==> config.mk <==
export PLATFORM = sky130hd
export DESIGN_NAME = gvp_link
export DESIGN_NICKNAME = d
export VERILOG_FILES = /design/src/logic/gvp_pkg.sv /design/src/logic/gvp_link.sv
export SDC_FILE = /design/constraint.sdc
export NUM_CORES = 1
export LEC_CHECK = 0
export BUFFER_PORTS_ARGS = -buffer_cell sky130_fd_sc_hd__buf_2
export CORE_MARGIN = 4
export CORE_UTILIZATION = 60
export CTS_CLUSTER_DIAMETER = 120
export DETAILED_ROUTE_END_ITERATION = 12
export GPL_TIMING_DRIVEN = 0
export PLACE_DENSITY = 0.85
export SLEW_MARGIN = 10
export SYNTH_ARGS = -nofsm -noshare
export SYNTH_HDL_FRONTEND = slang
export SYNTH_SLANG_ARGS = --single-unit
export TNS_END_PERCENT = 20
==> constraint.sdc <==
create_clock -name mclk -period 6.1 [get_ports mclk]
set_input_delay 0.61 -clock mclk [delete_from_list [all_inputs] [get_ports mclk]]
set_output_delay 0.61 -clock mclk [all_outputs]
set_load 0.1 [all_outputs]
==> src/logic/gvp_pkg.sv <==
// Package with register map, link message layout and state record of the virtual port link.
package gvp_pkg;

  localparam int NPINS = 8;

  // Register byte addresses on the APB side.
  localparam logic [7:0] ADDR_STATE  = 8'h00;
  localparam logic [7:0] ADDR_LINKEN = 8'h04;
  localparam logic [7:0] ADDR_OUTEN  = 8'h08;
  localparam logic [7:0] ADDR_INVERT = 8'h0C;
  localparam logic [7:0] ADDR_MAP0   = 8'h10;
  localparam logic [7:0] ADDR_MAP7   = 8'h2C;
  localparam logic [3:0] MAP_INDEX0  = 4'h4;

  // Reset values of the software registers.
  localparam logic [7:0] RST_PORTS   = 8'h00;
  localparam logic [7:0] RST_CFG     = 8'h00;

  // Default wait for the combined reject answer after a clear query, in cycles.
  localparam logic [7:0] QUERY_WAIT_CYC = 8'h10;

  // Link message kinds.
  localparam logic [1:0] CMD_NONE   = 2'h0;
  localparam logic [1:0] CMD_UPDATE = 2'h1;
  localparam logic [1:0] CMD_CLRQ   = 2'h2;

  typedef enum logic [1:0] {
    FSM_IDLE  = 2'h1,
    FSM_QUERY = 2'h2
  } gvp_fsm_t;

  typedef struct packed {
    logic       cmdValid;
    logic [1:0] cmdKind;
    logic [7:0] cmdData;
    logic       reqValid;
    logic [7:0] reqSet;
    logic [7:0] reqClr;
    logic       respValid;
    logic [7:0] respReject;
  } gvp_link_t;

  typedef struct packed {
    logic clockOutOneEnable;
    logic clockOutTwoEnable;
    logic serialTxZeroEnable;
    logic serialTxOneEnable;
    logic receiveOnSecondTxPin;
    logic serialRxZeroEnable;
    logic serialRxOneEnable;
    logic pdmInputZeroEnable;
    logic pdmInputOneEnable;
    logic pdmAlternateClock;
    logic reducedRateStrobeEnable;
  } gvp_altfn_t;

  typedef struct packed {
    gvp_fsm_t        fsm;
    logic [7:0]      virtualPortState;
    logic [7:0]      remotePinLinkEnable;
    logic [7:0]      pinOutputEnable;
    logic [7:0]      remotePinInvert;
    logic [7:0][7:0] pinPortMap;
    logic [7:0]      sync1;
    logic [7:0]      sync2;
    logic [7:0]      prevLocal;
    logic [7:0]      pendClr;
    logic [7:0]      queryMask;
    logic [7:0]      rejAcc;
    logic [7:0]      waitCnt;
    gvp_link_t       linkOut;
    logic [7:0]      pinOut;
    logic [7:0]      pinOeN;
    logic [31:0]     prdata;
  } gvp_state_t;

endpackage

==> src/logic/gvp_link.sv <==
// Virtual port link: pins of a node mapped onto eight shared one-bit ports.
//
// Operation
// - The master keeps eight one-bit virtual ports, readable together as one byte.
// - Once configured, pin changes travel over the link without host accesses.
// - Inputs mapped to one port combine as a logical OR across nodes.
// - Pin 0 is never linkable on a master, always on a slave; pins 1-2 need clocks off.
// - Pins 3 to 7 are linkable only while their alternate functions are off.
// - A pin takes part only while its link-enable bit is set.
// - Each pin has an 8-bit map; bit k maps it to port k, several allowed.
// - A linked pin takes its direction only from output-enable; input-enable is ignored.
// - Output-enable 1 makes a linked pin an output, 0 an input.
// - A linked input updates every port selected by its map.
// - A linked output drives the OR of the port bits its map selects.
// - The port state register is read-only; writes leave it unchanged.
// - Inversion applies before the port for inputs, after the OR for outputs.
// - Setting a low port makes the master send an update to every node.
// - Clearing a high port sends a clear query; a reject keeps only the rejected ports.
// - With no reject the master sends the updated port value to all nodes.
`timescale 1ns/1ps
module gvp_link
  import gvp_pkg::*;
#(
  parameter logic [7:0] QUERY_WAIT = QUERY_WAIT_CYC
) (
  // Clock and reset
  input  wire logic        mclk,
  input  wire logic        rst_n,
  // APB slave
  input  wire logic        psel,
  input  wire logic        penable,
  input  wire logic        pwrite,
  input  wire logic [7:0]  paddr,
  input  wire logic [31:0] pwdata,
  input  wire logic [3:0]  pstrb,
  output logic      [31:0] prdata,
  output logic             pready,
  output logic             pslverr,
  // Node role and alternate pin functions
  input  wire logic        nodeIsMaster,
  input  wire gvp_altfn_t  altFn,
  // Pins and the ordinary pin path for unlinked pins
  input  wire logic [7:0]  pinIn,
  output logic      [7:0]  pinOut,
  output logic      [7:0]  pinOeN,
  input  wire logic [7:0]  plainPinOut,
  input  wire logic [7:0]  plainPinDrive,
  // Bus link messages
  input  wire gvp_link_t   linkIn,
  output gvp_link_t        linkOut
);

  // Pins are released during reset so no output fights the board before configuration.
  localparam gvp_state_t STATE_RST = '{fsm: FSM_IDLE, pinOeN: 8'hFF, default: '0};

  gvp_state_t st;
  gvp_state_t nxt;

  logic [7:0] avail;
  logic [7:0] linked;
  logic [7:0] drvBits;
  logic [7:0] dirBits;
  logic [8:0][7:0] orChain;
  logic [7:0] localIn;
  logic [7:0] masterSet;
  logic [7:0] masterClr;
  logic [7:0] slaveSet;
  logic [7:0] slaveClr;
  logic [7:0] remoteSet;
  logic [7:0] remoteClr;
  logic [7:0] clearBits;
  logic       apbSetup;
  logic       apbAccess;
  logic       mapHit;
  logic [2:0] mapIdx;

  // Pin availability follows the role and what the pin's alternate functions claim.
  assign avail[0] = ~nodeIsMaster;
  assign avail[1] = ~altFn.clockOutOneEnable;
  assign avail[2] = ~altFn.clockOutTwoEnable;
  assign avail[3] = ~altFn.serialTxZeroEnable;
  assign avail[4] = ~(altFn.serialTxOneEnable | altFn.receiveOnSecondTxPin);
  assign avail[5] = ~(altFn.serialRxZeroEnable | altFn.pdmInputZeroEnable);
  assign avail[6] = ~(altFn.serialRxOneEnable | altFn.pdmInputOneEnable);
  assign avail[7] = ~(altFn.pdmInputZeroEnable | altFn.pdmInputOneEnable
                      | altFn.pdmAlternateClock | altFn.reducedRateStrobeEnable);

  assign linked = st.remotePinLinkEnable & avail;

  assign orChain[0] = 8'h00;

  genvar gi;
  generate
    for (gi = 0; gi < NPINS; gi++) begin : g_pin
      logic inActive;
      logic isInput;
      // Inverted on the way in, so the OR below sees the active level.
      assign inActive = st.sync2[gi] ^ st.remotePinInvert[gi];
      assign isInput  = linked[gi] & ~st.pinOutputEnable[gi];
      assign orChain[gi+1] = orChain[gi]
                             | (isInput & inActive ? st.pinPortMap[gi] : 8'h00);
      // Inverted after the OR of the mapped ports, toward the pin.
      assign drvBits[gi] = linked[gi]
                           ? (|(st.virtualPortState & st.pinPortMap[gi]))
                             ^ st.remotePinInvert[gi]
                           : plainPinOut[gi];
      // Input-enable plays no part for a linked pin.
      assign dirBits[gi] = linked[gi] ? st.pinOutputEnable[gi] : plainPinDrive[gi];

      a_pin_direction: assert property (@(posedge mclk) disable iff (!rst_n)
        linked[gi] |=> (pinOeN[gi] == !$past(st.pinOutputEnable[gi])))
        else $error("Linked pin direction does not follow output enable.");
    end
  endgenerate

  assign localIn = orChain[NPINS];

  // Local and remote requests toward the port state.
  assign masterSet = (localIn | remoteSet) & ~st.virtualPortState;
  assign masterClr = (st.pendClr | (st.prevLocal & ~localIn) | remoteClr)
                     & st.virtualPortState;
  assign slaveSet  = localIn & ~st.virtualPortState;
  assign slaveClr  = st.prevLocal & ~localIn & st.virtualPortState;
  assign remoteSet = linkIn.reqValid ? linkIn.reqSet : 8'h00;
  assign remoteClr = linkIn.reqValid ? linkIn.reqClr : 8'h00;
  // Bits still wanted locally or re-set during the query are never cleared.
  assign clearBits = st.queryMask & ~st.rejAcc & ~localIn
                     & ~(linkIn.respValid ? linkIn.respReject : 8'h00);

  assign apbSetup  = psel & ~penable;
  assign apbAccess = psel & penable;
  assign mapHit    = (paddr >= ADDR_MAP0) && (paddr <= ADDR_MAP7) && (paddr[1:0] == 2'b00);
  assign mapIdx    = 3'(paddr[5:2] - MAP_INDEX0);

  always_comb begin
    logic known;
    known = 1'b0;
    nxt = st;
    nxt.sync1 = pinIn;
    nxt.sync2 = st.sync1;
    nxt.prevLocal = localIn;
    nxt.pinOut = drvBits;
    nxt.pinOeN = ~dirBits;
    nxt.linkOut = '0;

    if (paddr == ADDR_STATE) begin
      known = 1'b1;
    end else if (paddr == ADDR_LINKEN) begin
      known = 1'b1;
    end else if (paddr == ADDR_OUTEN) begin
      known = 1'b1;
    end else if (paddr == ADDR_INVERT) begin
      known = 1'b1;
    end else if (mapHit) begin
      known = 1'b1;
    end

    // Read data is caught in the setup phase so the access phase needs no wait.
    if (apbSetup) begin
      nxt.prdata = 32'h0000_0000;
      if (paddr == ADDR_STATE) begin
        nxt.prdata[7:0] = st.virtualPortState;
      end else if (paddr == ADDR_LINKEN) begin
        nxt.prdata[7:0] = st.remotePinLinkEnable;
      end else if (paddr == ADDR_OUTEN) begin
        nxt.prdata[7:0] = st.pinOutputEnable;
      end else if (paddr == ADDR_INVERT) begin
        nxt.prdata[7:0] = st.remotePinInvert;
      end else if (mapHit) begin
        nxt.prdata[7:0] = st.pinPortMap[mapIdx];
      end
    end

    // A write to the port state address is accepted but stores nothing.
    if (apbAccess && pwrite && pstrb[0]) begin
      if (paddr == ADDR_LINKEN) begin
        nxt.remotePinLinkEnable = pwdata[7:0];
      end else if (paddr == ADDR_OUTEN) begin
        nxt.pinOutputEnable = pwdata[7:0];
      end else if (paddr == ADDR_INVERT) begin
        nxt.remotePinInvert = pwdata[7:0];
      end else if (mapHit) begin
        nxt.pinPortMap[mapIdx] = pwdata[7:0];
      end
    end

    // Link traffic runs on its own from here on, with no host access involved.
    if (nodeIsMaster) begin
      case (st.fsm)
        FSM_IDLE: begin
          if (masterSet != 8'h00) begin
            nxt.virtualPortState = st.virtualPortState | masterSet;
            nxt.linkOut.cmdValid = 1'b1;
            nxt.linkOut.cmdKind = CMD_UPDATE;
            nxt.linkOut.cmdData = st.virtualPortState | masterSet;
            nxt.pendClr = masterClr & ~masterSet;
          end else if (masterClr != 8'h00) begin
            nxt.linkOut.cmdValid = 1'b1;
            nxt.linkOut.cmdKind = CMD_CLRQ;
            nxt.linkOut.cmdData = masterClr;
            nxt.queryMask = masterClr;
            nxt.rejAcc = 8'h00;
            nxt.pendClr = 8'h00;
            nxt.waitCnt = QUERY_WAIT;
            nxt.fsm = FSM_QUERY;
          end else begin
            nxt.pendClr = 8'h00;
          end
        end
        FSM_QUERY: begin
          nxt.waitCnt = st.waitCnt - 8'h01;
          nxt.pendClr = (st.pendClr | remoteClr | (st.prevLocal & ~localIn))
                        & ~st.queryMask;
          nxt.rejAcc = st.rejAcc | masterSet;
          if (masterSet != 8'h00) begin
            nxt.virtualPortState = st.virtualPortState | masterSet;
            nxt.linkOut.cmdValid = 1'b1;
            nxt.linkOut.cmdKind = CMD_UPDATE;
            nxt.linkOut.cmdData = st.virtualPortState | masterSet;
          end else if (linkIn.respValid || st.waitCnt == 8'h00) begin
            // Silence until the wait runs out counts as acceptance.
            nxt.fsm = FSM_IDLE;
            nxt.virtualPortState = st.virtualPortState & ~clearBits;
            if (clearBits != 8'h00) begin
              nxt.linkOut.cmdValid = 1'b1;
              nxt.linkOut.cmdKind = CMD_UPDATE;
              nxt.linkOut.cmdData = st.virtualPortState & ~clearBits;
            end
          end
        end
        default: nxt.fsm = FSM_IDLE;
      endcase
    end else begin
      nxt.fsm = FSM_IDLE;
      if (linkIn.cmdValid && linkIn.cmdKind == CMD_UPDATE) begin
        nxt.virtualPortState = linkIn.cmdData;
      end
      if (linkIn.cmdValid && linkIn.cmdKind == CMD_CLRQ) begin
        nxt.linkOut.respValid = 1'b1;
        nxt.linkOut.respReject = linkIn.cmdData & localIn;
      end
      if ((slaveSet | slaveClr) != 8'h00) begin
        nxt.linkOut.reqValid = 1'b1;
        nxt.linkOut.reqSet = slaveSet;
        nxt.linkOut.reqClr = slaveClr;
      end
    end

    pslverr = apbAccess & ~known;
    if (!rst_n) begin
      nxt = STATE_RST;
    end
  end

  always_ff @(posedge mclk) begin
    st <= nxt;
  end

  assign prdata  = st.prdata;
  assign pready  = 1'b1;
  assign pinOut  = st.pinOut;
  assign pinOeN  = st.pinOeN;
  assign linkOut = st.linkOut;

  a_master_set_update: assert property (@(posedge mclk) disable iff (!rst_n)
    (nodeIsMaster && st.fsm == FSM_IDLE && masterSet != 8'h00)
    |=> (linkOut.cmdValid && linkOut.cmdKind == CMD_UPDATE
         && ((linkOut.cmdData & $past(masterSet)) == $past(masterSet))))
    else $error("Set request did not produce an update.");

  a_clear_query_sent: assert property (@(posedge mclk) disable iff (!rst_n)
    (nodeIsMaster && $rose(st.fsm == FSM_QUERY))
    |-> (linkOut.cmdValid && linkOut.cmdKind == CMD_CLRQ && linkOut.cmdData == st.queryMask))
    else $error("Entering a query without a clear query message.");

  a_query_bounded: assert property (@(posedge mclk) disable iff (!rst_n)
    (nodeIsMaster && st.fsm == FSM_QUERY) |-> ##[0:300] (st.fsm == FSM_IDLE))
    else $error("Clear query never resolved.");

  a_reject_keeps_ports: assert property (@(posedge mclk) disable iff (!rst_n)
    (nodeIsMaster && st.fsm == FSM_QUERY && linkIn.respValid && masterSet == 8'h00
     && (linkIn.respReject & st.queryMask) == st.queryMask)
    |=> ((st.virtualPortState & $past(st.queryMask)) == $past(st.queryMask)))
    else $error("Rejected clear changed a port.");

  a_slave_reject_answer: assert property (@(posedge mclk) disable iff (!rst_n)
    (!nodeIsMaster && linkIn.cmdValid && linkIn.cmdKind == CMD_CLRQ)
    |=> (linkOut.respValid && linkOut.respReject == $past(linkIn.cmdData & localIn)))
    else $error("Slave clear answer wrong.");

  a_slave_takes_update: assert property (@(posedge mclk) disable iff (!rst_n)
    (!nodeIsMaster && linkIn.cmdValid && linkIn.cmdKind == CMD_UPDATE)
    |=> (st.virtualPortState == $past(linkIn.cmdData)))
    else $error("Slave did not take the port update.");

  a_master_pin0_off: assert property (@(posedge mclk) disable iff (!rst_n)
    nodeIsMaster |-> !linked[0])
    else $error("Pin 0 linked on a master.");

  a_state_write_ignored: assert property (@(posedge mclk) disable iff (!rst_n)
    (apbAccess && pwrite && paddr == ADDR_STATE
     && (nodeIsMaster ? (st.fsm == FSM_IDLE && masterSet == 8'h00) : !linkIn.cmdValid))
    |=> $stable(st.virtualPortState))
    else $error("Write changed the port state register.");

  a_unmapped_error: assert property (@(posedge mclk) disable iff (!rst_n)
    (apbAccess && paddr == 8'h30) |-> (pslverr && pready))
    else $error("Unmapped access not flagged.");

endmodule

Yosys cells after proc, flatten, opt, wreduce, memory -nomap -nowiden

Cells that the tools add are included.

Word-level logic and storage cells: 262
Output and inout bits: 87
Bits of input ports: 122
Flip-flop bits (word level): 215

Magnitude comparators: 4
Bitwise logic cells: 110
Muxes and demuxes: 63
Eq/ne operators: 14
Add/subtract/negate cells: 2
Reductions and logical operators: 38

Operator list:

| cell                                                            | count |
|---|---|
| 8-bit two-way mux                                               | 23 |
| 8-bit bitwise AND                                               | 21 |
| 8-bit OR                                                        | 15 |
| 64-bit bitwise mux                                              | 1 |
| 8-bit NOT                                                       | 8 |
| 8-bit OR reduction                                              | 8 |
| 27-bit one-hot mux with 2 select lines                          | 1 |
| 11-bit two-way mux                                              | 4 |
| 8-bit one-hot mux with 2 select lines                           | 2 |
| 8-bit nonzero test                                              | 4 |
| 27-bit two-way mux                                              | 1 |
| 1-bit NOT                                                       | 25 |
| 8-bit binary-select mux with 3-bit select                       | 1 |
| 8-bit demux with 3-bit select                                   | 1 |
| 1-bit two-way mux                                               | 21 |
| 4-bit AND reduction                                             | 5 |
| 1-bit bitwise AND                                               | 19 |
| 17-bit two-way mux                                              | 1 |
| 8-bit by 4-bit == test with 1-bit output, second input constant | 2 |
| 8-bit zero test                                                 | 2 |
| 16-bit two-way mux                                              | 1 |
| 1-bit XOR                                                       | 16 |
| 10-bit two-way mux                                              | 1 |
| 9-bit two-way mux                                               | 1 |
| 25 further kinds                                                | 47 |

Depth between registers and ports, before layout

Word-level depth: 24
Mapped depth: 12
Depth with buffers taken out: 9

Worst setup path before layout

Ideal clock, no wire load.

Path type: input port to output port
Start point: in paddr[4]
End point: out pslverr
Arrival: 2,766 ps
Stages on the path: 4
Setup slack: 2,724 ps
Path through: clkbuf_1 > buf_1 > nand2_1 > a21oi_1

Word-level cells in the longest chain between the ends: 10
Elaborated cells on any way between the ends: 15

Ends and longest elaborated chain:

| item                                                                                                                        | line            | RTL |
|---|---|---|
| start, declared                                                                                                             | gvp_link.sv:33  | `input wire logic [7:0] paddr,` |
| 8-bit by 5-bit >= comparator with 1-bit output or 8-bit by 6-bit less-or-equal comparator with 1-bit output (tied branches) | gvp_link.sv:132 | `assign mapHit = (paddr >= ADDR_MAP0) && (paddr <= ADDR_MAP7) && (paddr[1:0] == 2'b00);` |
| 1-bit logical AND (2 in series)                                                                                             | gvp_link.sv:132 |  |
| 1-bit two-way mux                                                                                                           | gvp_link.sv:154 | `end else if (mapHit) begin` |
| 1-bit two-way mux                                                                                                           | gvp_link.sv:152 | `end else if (paddr == ADDR_INVERT) begin` |
| 1-bit two-way mux                                                                                                           | gvp_link.sv:150 | `end else if (paddr == ADDR_OUTEN) begin` |
| 1-bit two-way mux                                                                                                           | gvp_link.sv:148 | `end else if (paddr == ADDR_LINKEN) begin` |
| 1-bit two-way mux *                                                                                                         | gvp_link.sv:146 | `if (paddr == ADDR_STATE) begin` |
| 1-bit NOT *                                                                                                                 | gvp_link.sv:249 | `pslverr = apbAccess & ~known;` |
| 1-bit bitwise AND *                                                                                                         | gvp_link.sv:249 |  |
| end, declared                                                                                                               | gvp_link.sv:38  | `output logic pslverr,` |

Every way passes the cells marked *; elsewhere a longest branch is shown, timed or not.

Final worst setup path

Start point: reg st[224] in the netlist's numbering
End point: reg st[89] in the netlist's numbering

Word-level cells in the longest chain between the ends: 17
Elaborated cells on any way between the ends: 21

Ends and longest elaborated chain:

| item                            | line            | RTL |
|---|---|---|
| start, declared                 | gvp_link.sv:56  | `gvp_state_t st;` |
| start signal, assigned          | gvp_link.sv:256 | `st <= nxt;` |
| 8-bit bitwise AND *             | gvp_link.sv:88  | `assign linked = st.remotePinLinkEnable & avail;` |
| 1-bit bitwise AND *             | gvp_link.sv:99  | `assign isInput = linked[gi] & ~st.pinOutputEnable[gi];` |
| 1-bit bitwise AND *             | gvp_link.sv:101 | `\| (isInput & inActive ? st.pinPortMap[gi] : 8'h00);` |
| 8-bit two-way mux *             | gvp_link.sv:101 |  |
| 8-bit OR * (5 in series)        | gvp_link.sv:101 |  |
| 8-bit NOT                       | gvp_link.sv:120 | `assign masterClr = (st.pendClr \| (st.prevLocal & ~localIn) \| remoteClr)` |
| 8-bit bitwise AND               | gvp_link.sv:120 |  |
| 8-bit OR (2 in series)          | gvp_link.sv:120 |  |
| 8-bit bitwise AND               | gvp_link.sv:121 | `& st.virtualPortState;` |
| 8-bit nonzero test              | gvp_link.sv:197 | `end else if (masterClr != 8'h00) begin` |
| 2-bit != test (no line)         | n/a             |  |
| 4-bit AND reduction (no line) * | n/a             |  |

Marks and branches as above.
A chain may end at the register's enable or synchronous reset.

==> reports/metrics.csv <==
stage,metric,value,unit
cts,cts_tree,done,
placed_design,finalWeightedCongestion,1.03,
logic_synthesis,synth_top_family_by_area,simple AND/OR/NAND/NOR gates,
cts,clkLatencyLatePin,0.54,ns
logic_synthesis,syn-cell-area,11300,um2
die,die_h,145,um
cells_and_area,drive_above_1_share,0.231,
route,ant_nets,0,
logic_synthesis,synth_top_area_share,0.381,
placed_design,hpwl,31300,um
die,floorplan.die_area,21100,um2
timing,holdWs,0.284,ns
logic_synthesis,synth_seq_area_share,0.381,
timing,setup_viol,0,
logic_synthesis,synth-edff-count,0,
critical_path,reg2reg_depth,12,
logic_synthesis,yosys_most_used_dff,dfxtp_1,
pwr,power_leakage,5.78,nW
cts,h-tree-depth,1,
grt,gr-usage-all-layers,0.379,
die,num_io_pins,209,
timing,drv_slew,0,
grt,gr-total-overflow,0,
critical_path,required,6.54,ns
logic_synthesis,synth_warnings,0,
timing,tns,0,ns
route,wirelength,42400,um
logic_synthesis,synth.most_common_cell,dfxtp_1,
critical_path,critPathLaunchType,flop,
pwr,swShare,0.295,
min_path,hp-start,pinIn[5],
route,drc,0,
critical_path,crit_fanout,10,
die,die_w,145,um
logic_synthesis,synthAdderAreaFrac,0.00443,
logic_synthesis,synth_cell_types,79,
cts,cts.root.buffer_cell,clkbuf_16,
critical_path,rrSetupSlack,1.86,ns
grt,grt_pass1_vias,10400,
logic_synthesis,synth_xor_area_frac,0.0159,
route,via_per_inst,6.50,
flow_run,cap_violations,0,
logic_synthesis,synth_cells,1274,
cts,clkTransAtPathRegs,0.06,ns
pwr,intPower,0.00250,W
grt,grt_max_degree,15,
critical_path,cp-end-kind,flop,
logic_synthesis,synth_mux_area_frac,0.125,
critical_path,timing.rr.start,st[224],
timing,worstMarginPinSlew,1.32,ns
pwr,irDropWorstVdd,0.000254,V
run_status,status,completed,
min_path,hold_end,st[138],
cells_and_area,multiInputGateArea,5990,um2
cts,postCtsHoldBufs,0,
die,start_util,0.619,
cells_and_area,nets,1602,
critical_path,critical_path.reg2reg.endpoint,st[89],
grt,grt_pass1_wl,62400,um
critical_path,cp_slowest_cell,nor3_1,
cells_and_area,seqCellArea,4300,um2
grt,antenna_found_initial,0,
pwr,p_clk_frac,0.432,
logic_synthesis,ys_seq_elements,215,
logic_synthesis,synth_compound_area_frac,0.169,
timing,relSlewSlack,0.115,
pwr,combPwrFrac,0.161,
logic_synthesis,synthTopCellsByArea,"dfxtp_1, mux2i_1, buf_4, nor2_1, mux4_2",
timing,fmax,0.236,GHz
critical_path,worst-setup-path-type,reg2reg,
logic_synthesis,synthSimpleGateAreaFrac,0.206,
cts,cts-resized-gates,0,
logic_synthesis,syn_avg_cell_area,8.87,um2
route,wire_per_inst,24.7,um
logic_synthesis,yosys.area.top_type,dfxtp_1,
route,vias,11200,
timing,finalHoldViolCount,0,
critical_path,critPathMostFrequentCell,clkbuf_1,
timing,fin_crit,4.24,ns
die,core,18300,um2
critical_path,path_cells,nand2b_1 -> clkbuf_1 -> nor3_1 -> a221oi_1 -> and3_1 -> buf_2 -> a31oi_1 -> a41oi_2 -> nand4_2 -> clkbuf_1 -> nand4_1 -> o41ai_2,
timing,rsz0062_at_grt,no,
pwr,switchingPower,0.00105,W
route,first_iter_violations,1685,
cts,post-cts-setup-buffers,0,
logic_synthesis,synth_common_cells,"dfxtp_1, nor2_1, mux2i_1",
die,rows,49,
cells_and_area,area_growth,17.5,%
logic_synthesis,synthArstFlopShare,0,
cts,clock_path_buffers,3,
pwr,powerDensity,267,nW/um2
pwr,seqPwrFrac,0.407,
cells_and_area,fillers,1382,
cts,clock-sinks,215,
cells_and_area,num_antenna_cells,0,
min_path,hold_class,in2reg,
timing,skew,0.0254,ns
placed_design,io_buffers,154,
timing,fin_crit_sh,0.695,
min_path,min_delay_path_depth,2,
critical_path,critical_path.max_stage_delay,0.73,ns
cts,cts_made_buffers,23,
route,drt_pass1_iterations,8,
critical_path,critical_path_arrival,4.68,ns
[worst max-delay path: cells and delay by family, from the launching register on]
family	cells	cell delay, ns
AO/OA/AOI/OAI	4	1.37
flip-flops	1	0.40
buffers and inverters	3	0.89
AND/OR/NAND/NOR	5	1.50
[worst max-delay path by stage]
| stage | startpoint | end | slack, ns | depth (start not counted) |
|---|---|---|---|---|
| 6_report | st[224] | st[89] | 1.86 | 12 |
| 3_5_place_dp | altFn[9] | st[86] | 1.72 | 12 |
| 5_1_grt | st[226] | st[86] | 1.70 | 11 |
| 4_1_cts | st[224] | st[86] | 2.11 | 12 |
| 3_3_place_gp | altFn[9] | st[86] | 1.72 | 12 |
| 2_1_floorplan | paddr[4] | pslverr | 2.72 | 4 |
[power groups by stage]
stage | registers [W] | clock network (W) | logic, W
2_1_floorplan | 0.00147 | 0 | 0.000396
3_3_place_gp | 0.00147 | 0 | 0.000545
3_5_place_dp | 0.00147 | 0 | 0.000548
4_1_cts | 0.00144 | 0.00153 | 0.000550
5_1_grt | 0.00145 | 0.00159 | 0.000586
6_report | 0.00144 | 0.00154 | 0.000572
[metal layers]
metal,share of wire,vias to the layer above,global-route usage
met5,0,-,0
met4,0.044,0,0.139
met3,0.15,155,0.130
met2,0.40,957,0.541
met1,0.40,5179,0.533
li1,-,4893,-
[cell type report]
cell class	count	area share
plain buffers	176	0.0752
clock buffers	26	0.0457
clock inverters	15	0.0164
inverters	28	0.00791
multi-input cells	878	0.451
flip-flops and latches	215	0.324
well taps	229	0.0216
repair buffers	154	0.0580
[sequential cells by signal, summed over array words and instances (netlist names)]
register,flops
pinOeN,8
st,154
prdata,8
pinOut,8
linkOut,37
[metrics by stage]
step	setup WS (ns)	power (W)	util	std cells	area, um2
2_1_floorplan	2.72	0.00187	-	1297	11400
3_3_place_gp	1.72	0.00202	0.681	1680	12400
3_5_place_dp	1.72	0.00202	0.682	1680	12500
4_1_cts	2.11	0.00353	0.727	1721	13300
5_1_grt	1.70	0.00363	0.727	1721	13300
6_report	1.86	0.00355	0.727	1721	13300
[cells in the final DEF, fill, tap and decap left out, types with 6 or more instances in the layout]
cell type	Yosys	layout
clkbuf_16	0	23
buf_1	8	8
mux2_2	8	8
o221a_2	6	6
o21ai_0	20	20
nand2_1	82	82
nor2b_1	7	7
nand4_1	23	23
dfxtp_1	215	215
buf_4	89	89
inv_1	28	28
xor2_1	8	8
a22o_1	6	6
nor3_1	33	33
nor4b_1	18	18
o31ai_1	8	8
a21o_1	11	11
a22oi_1	38	38
nor2_1	167	167
and3_1	24	24
o221a_1	7	7
conb_1	2	25
nand3_1	23	23
nand2b_1	15	15
mux2i_1	92	92
buf_2	3	157
a21oi_1	56	56
mux4_2	18	18
xnor2_1	7	7
and2_1	30	30
o22ai_1	14	14
o221ai_1	10	10
clkbuf_1	76	77
a221oi_1	12	12
a211oi_1	15	15
nor4_1	6	6
[kinds of logic after synthesis]
kind of cell,Yosys count
fa+ha+maj,4
other cells,2
compound gates,254
mux,118
xor+xnor,18
buf+inv,204
simple gates,459
flops,215
(Power assumes the default switching activity.)
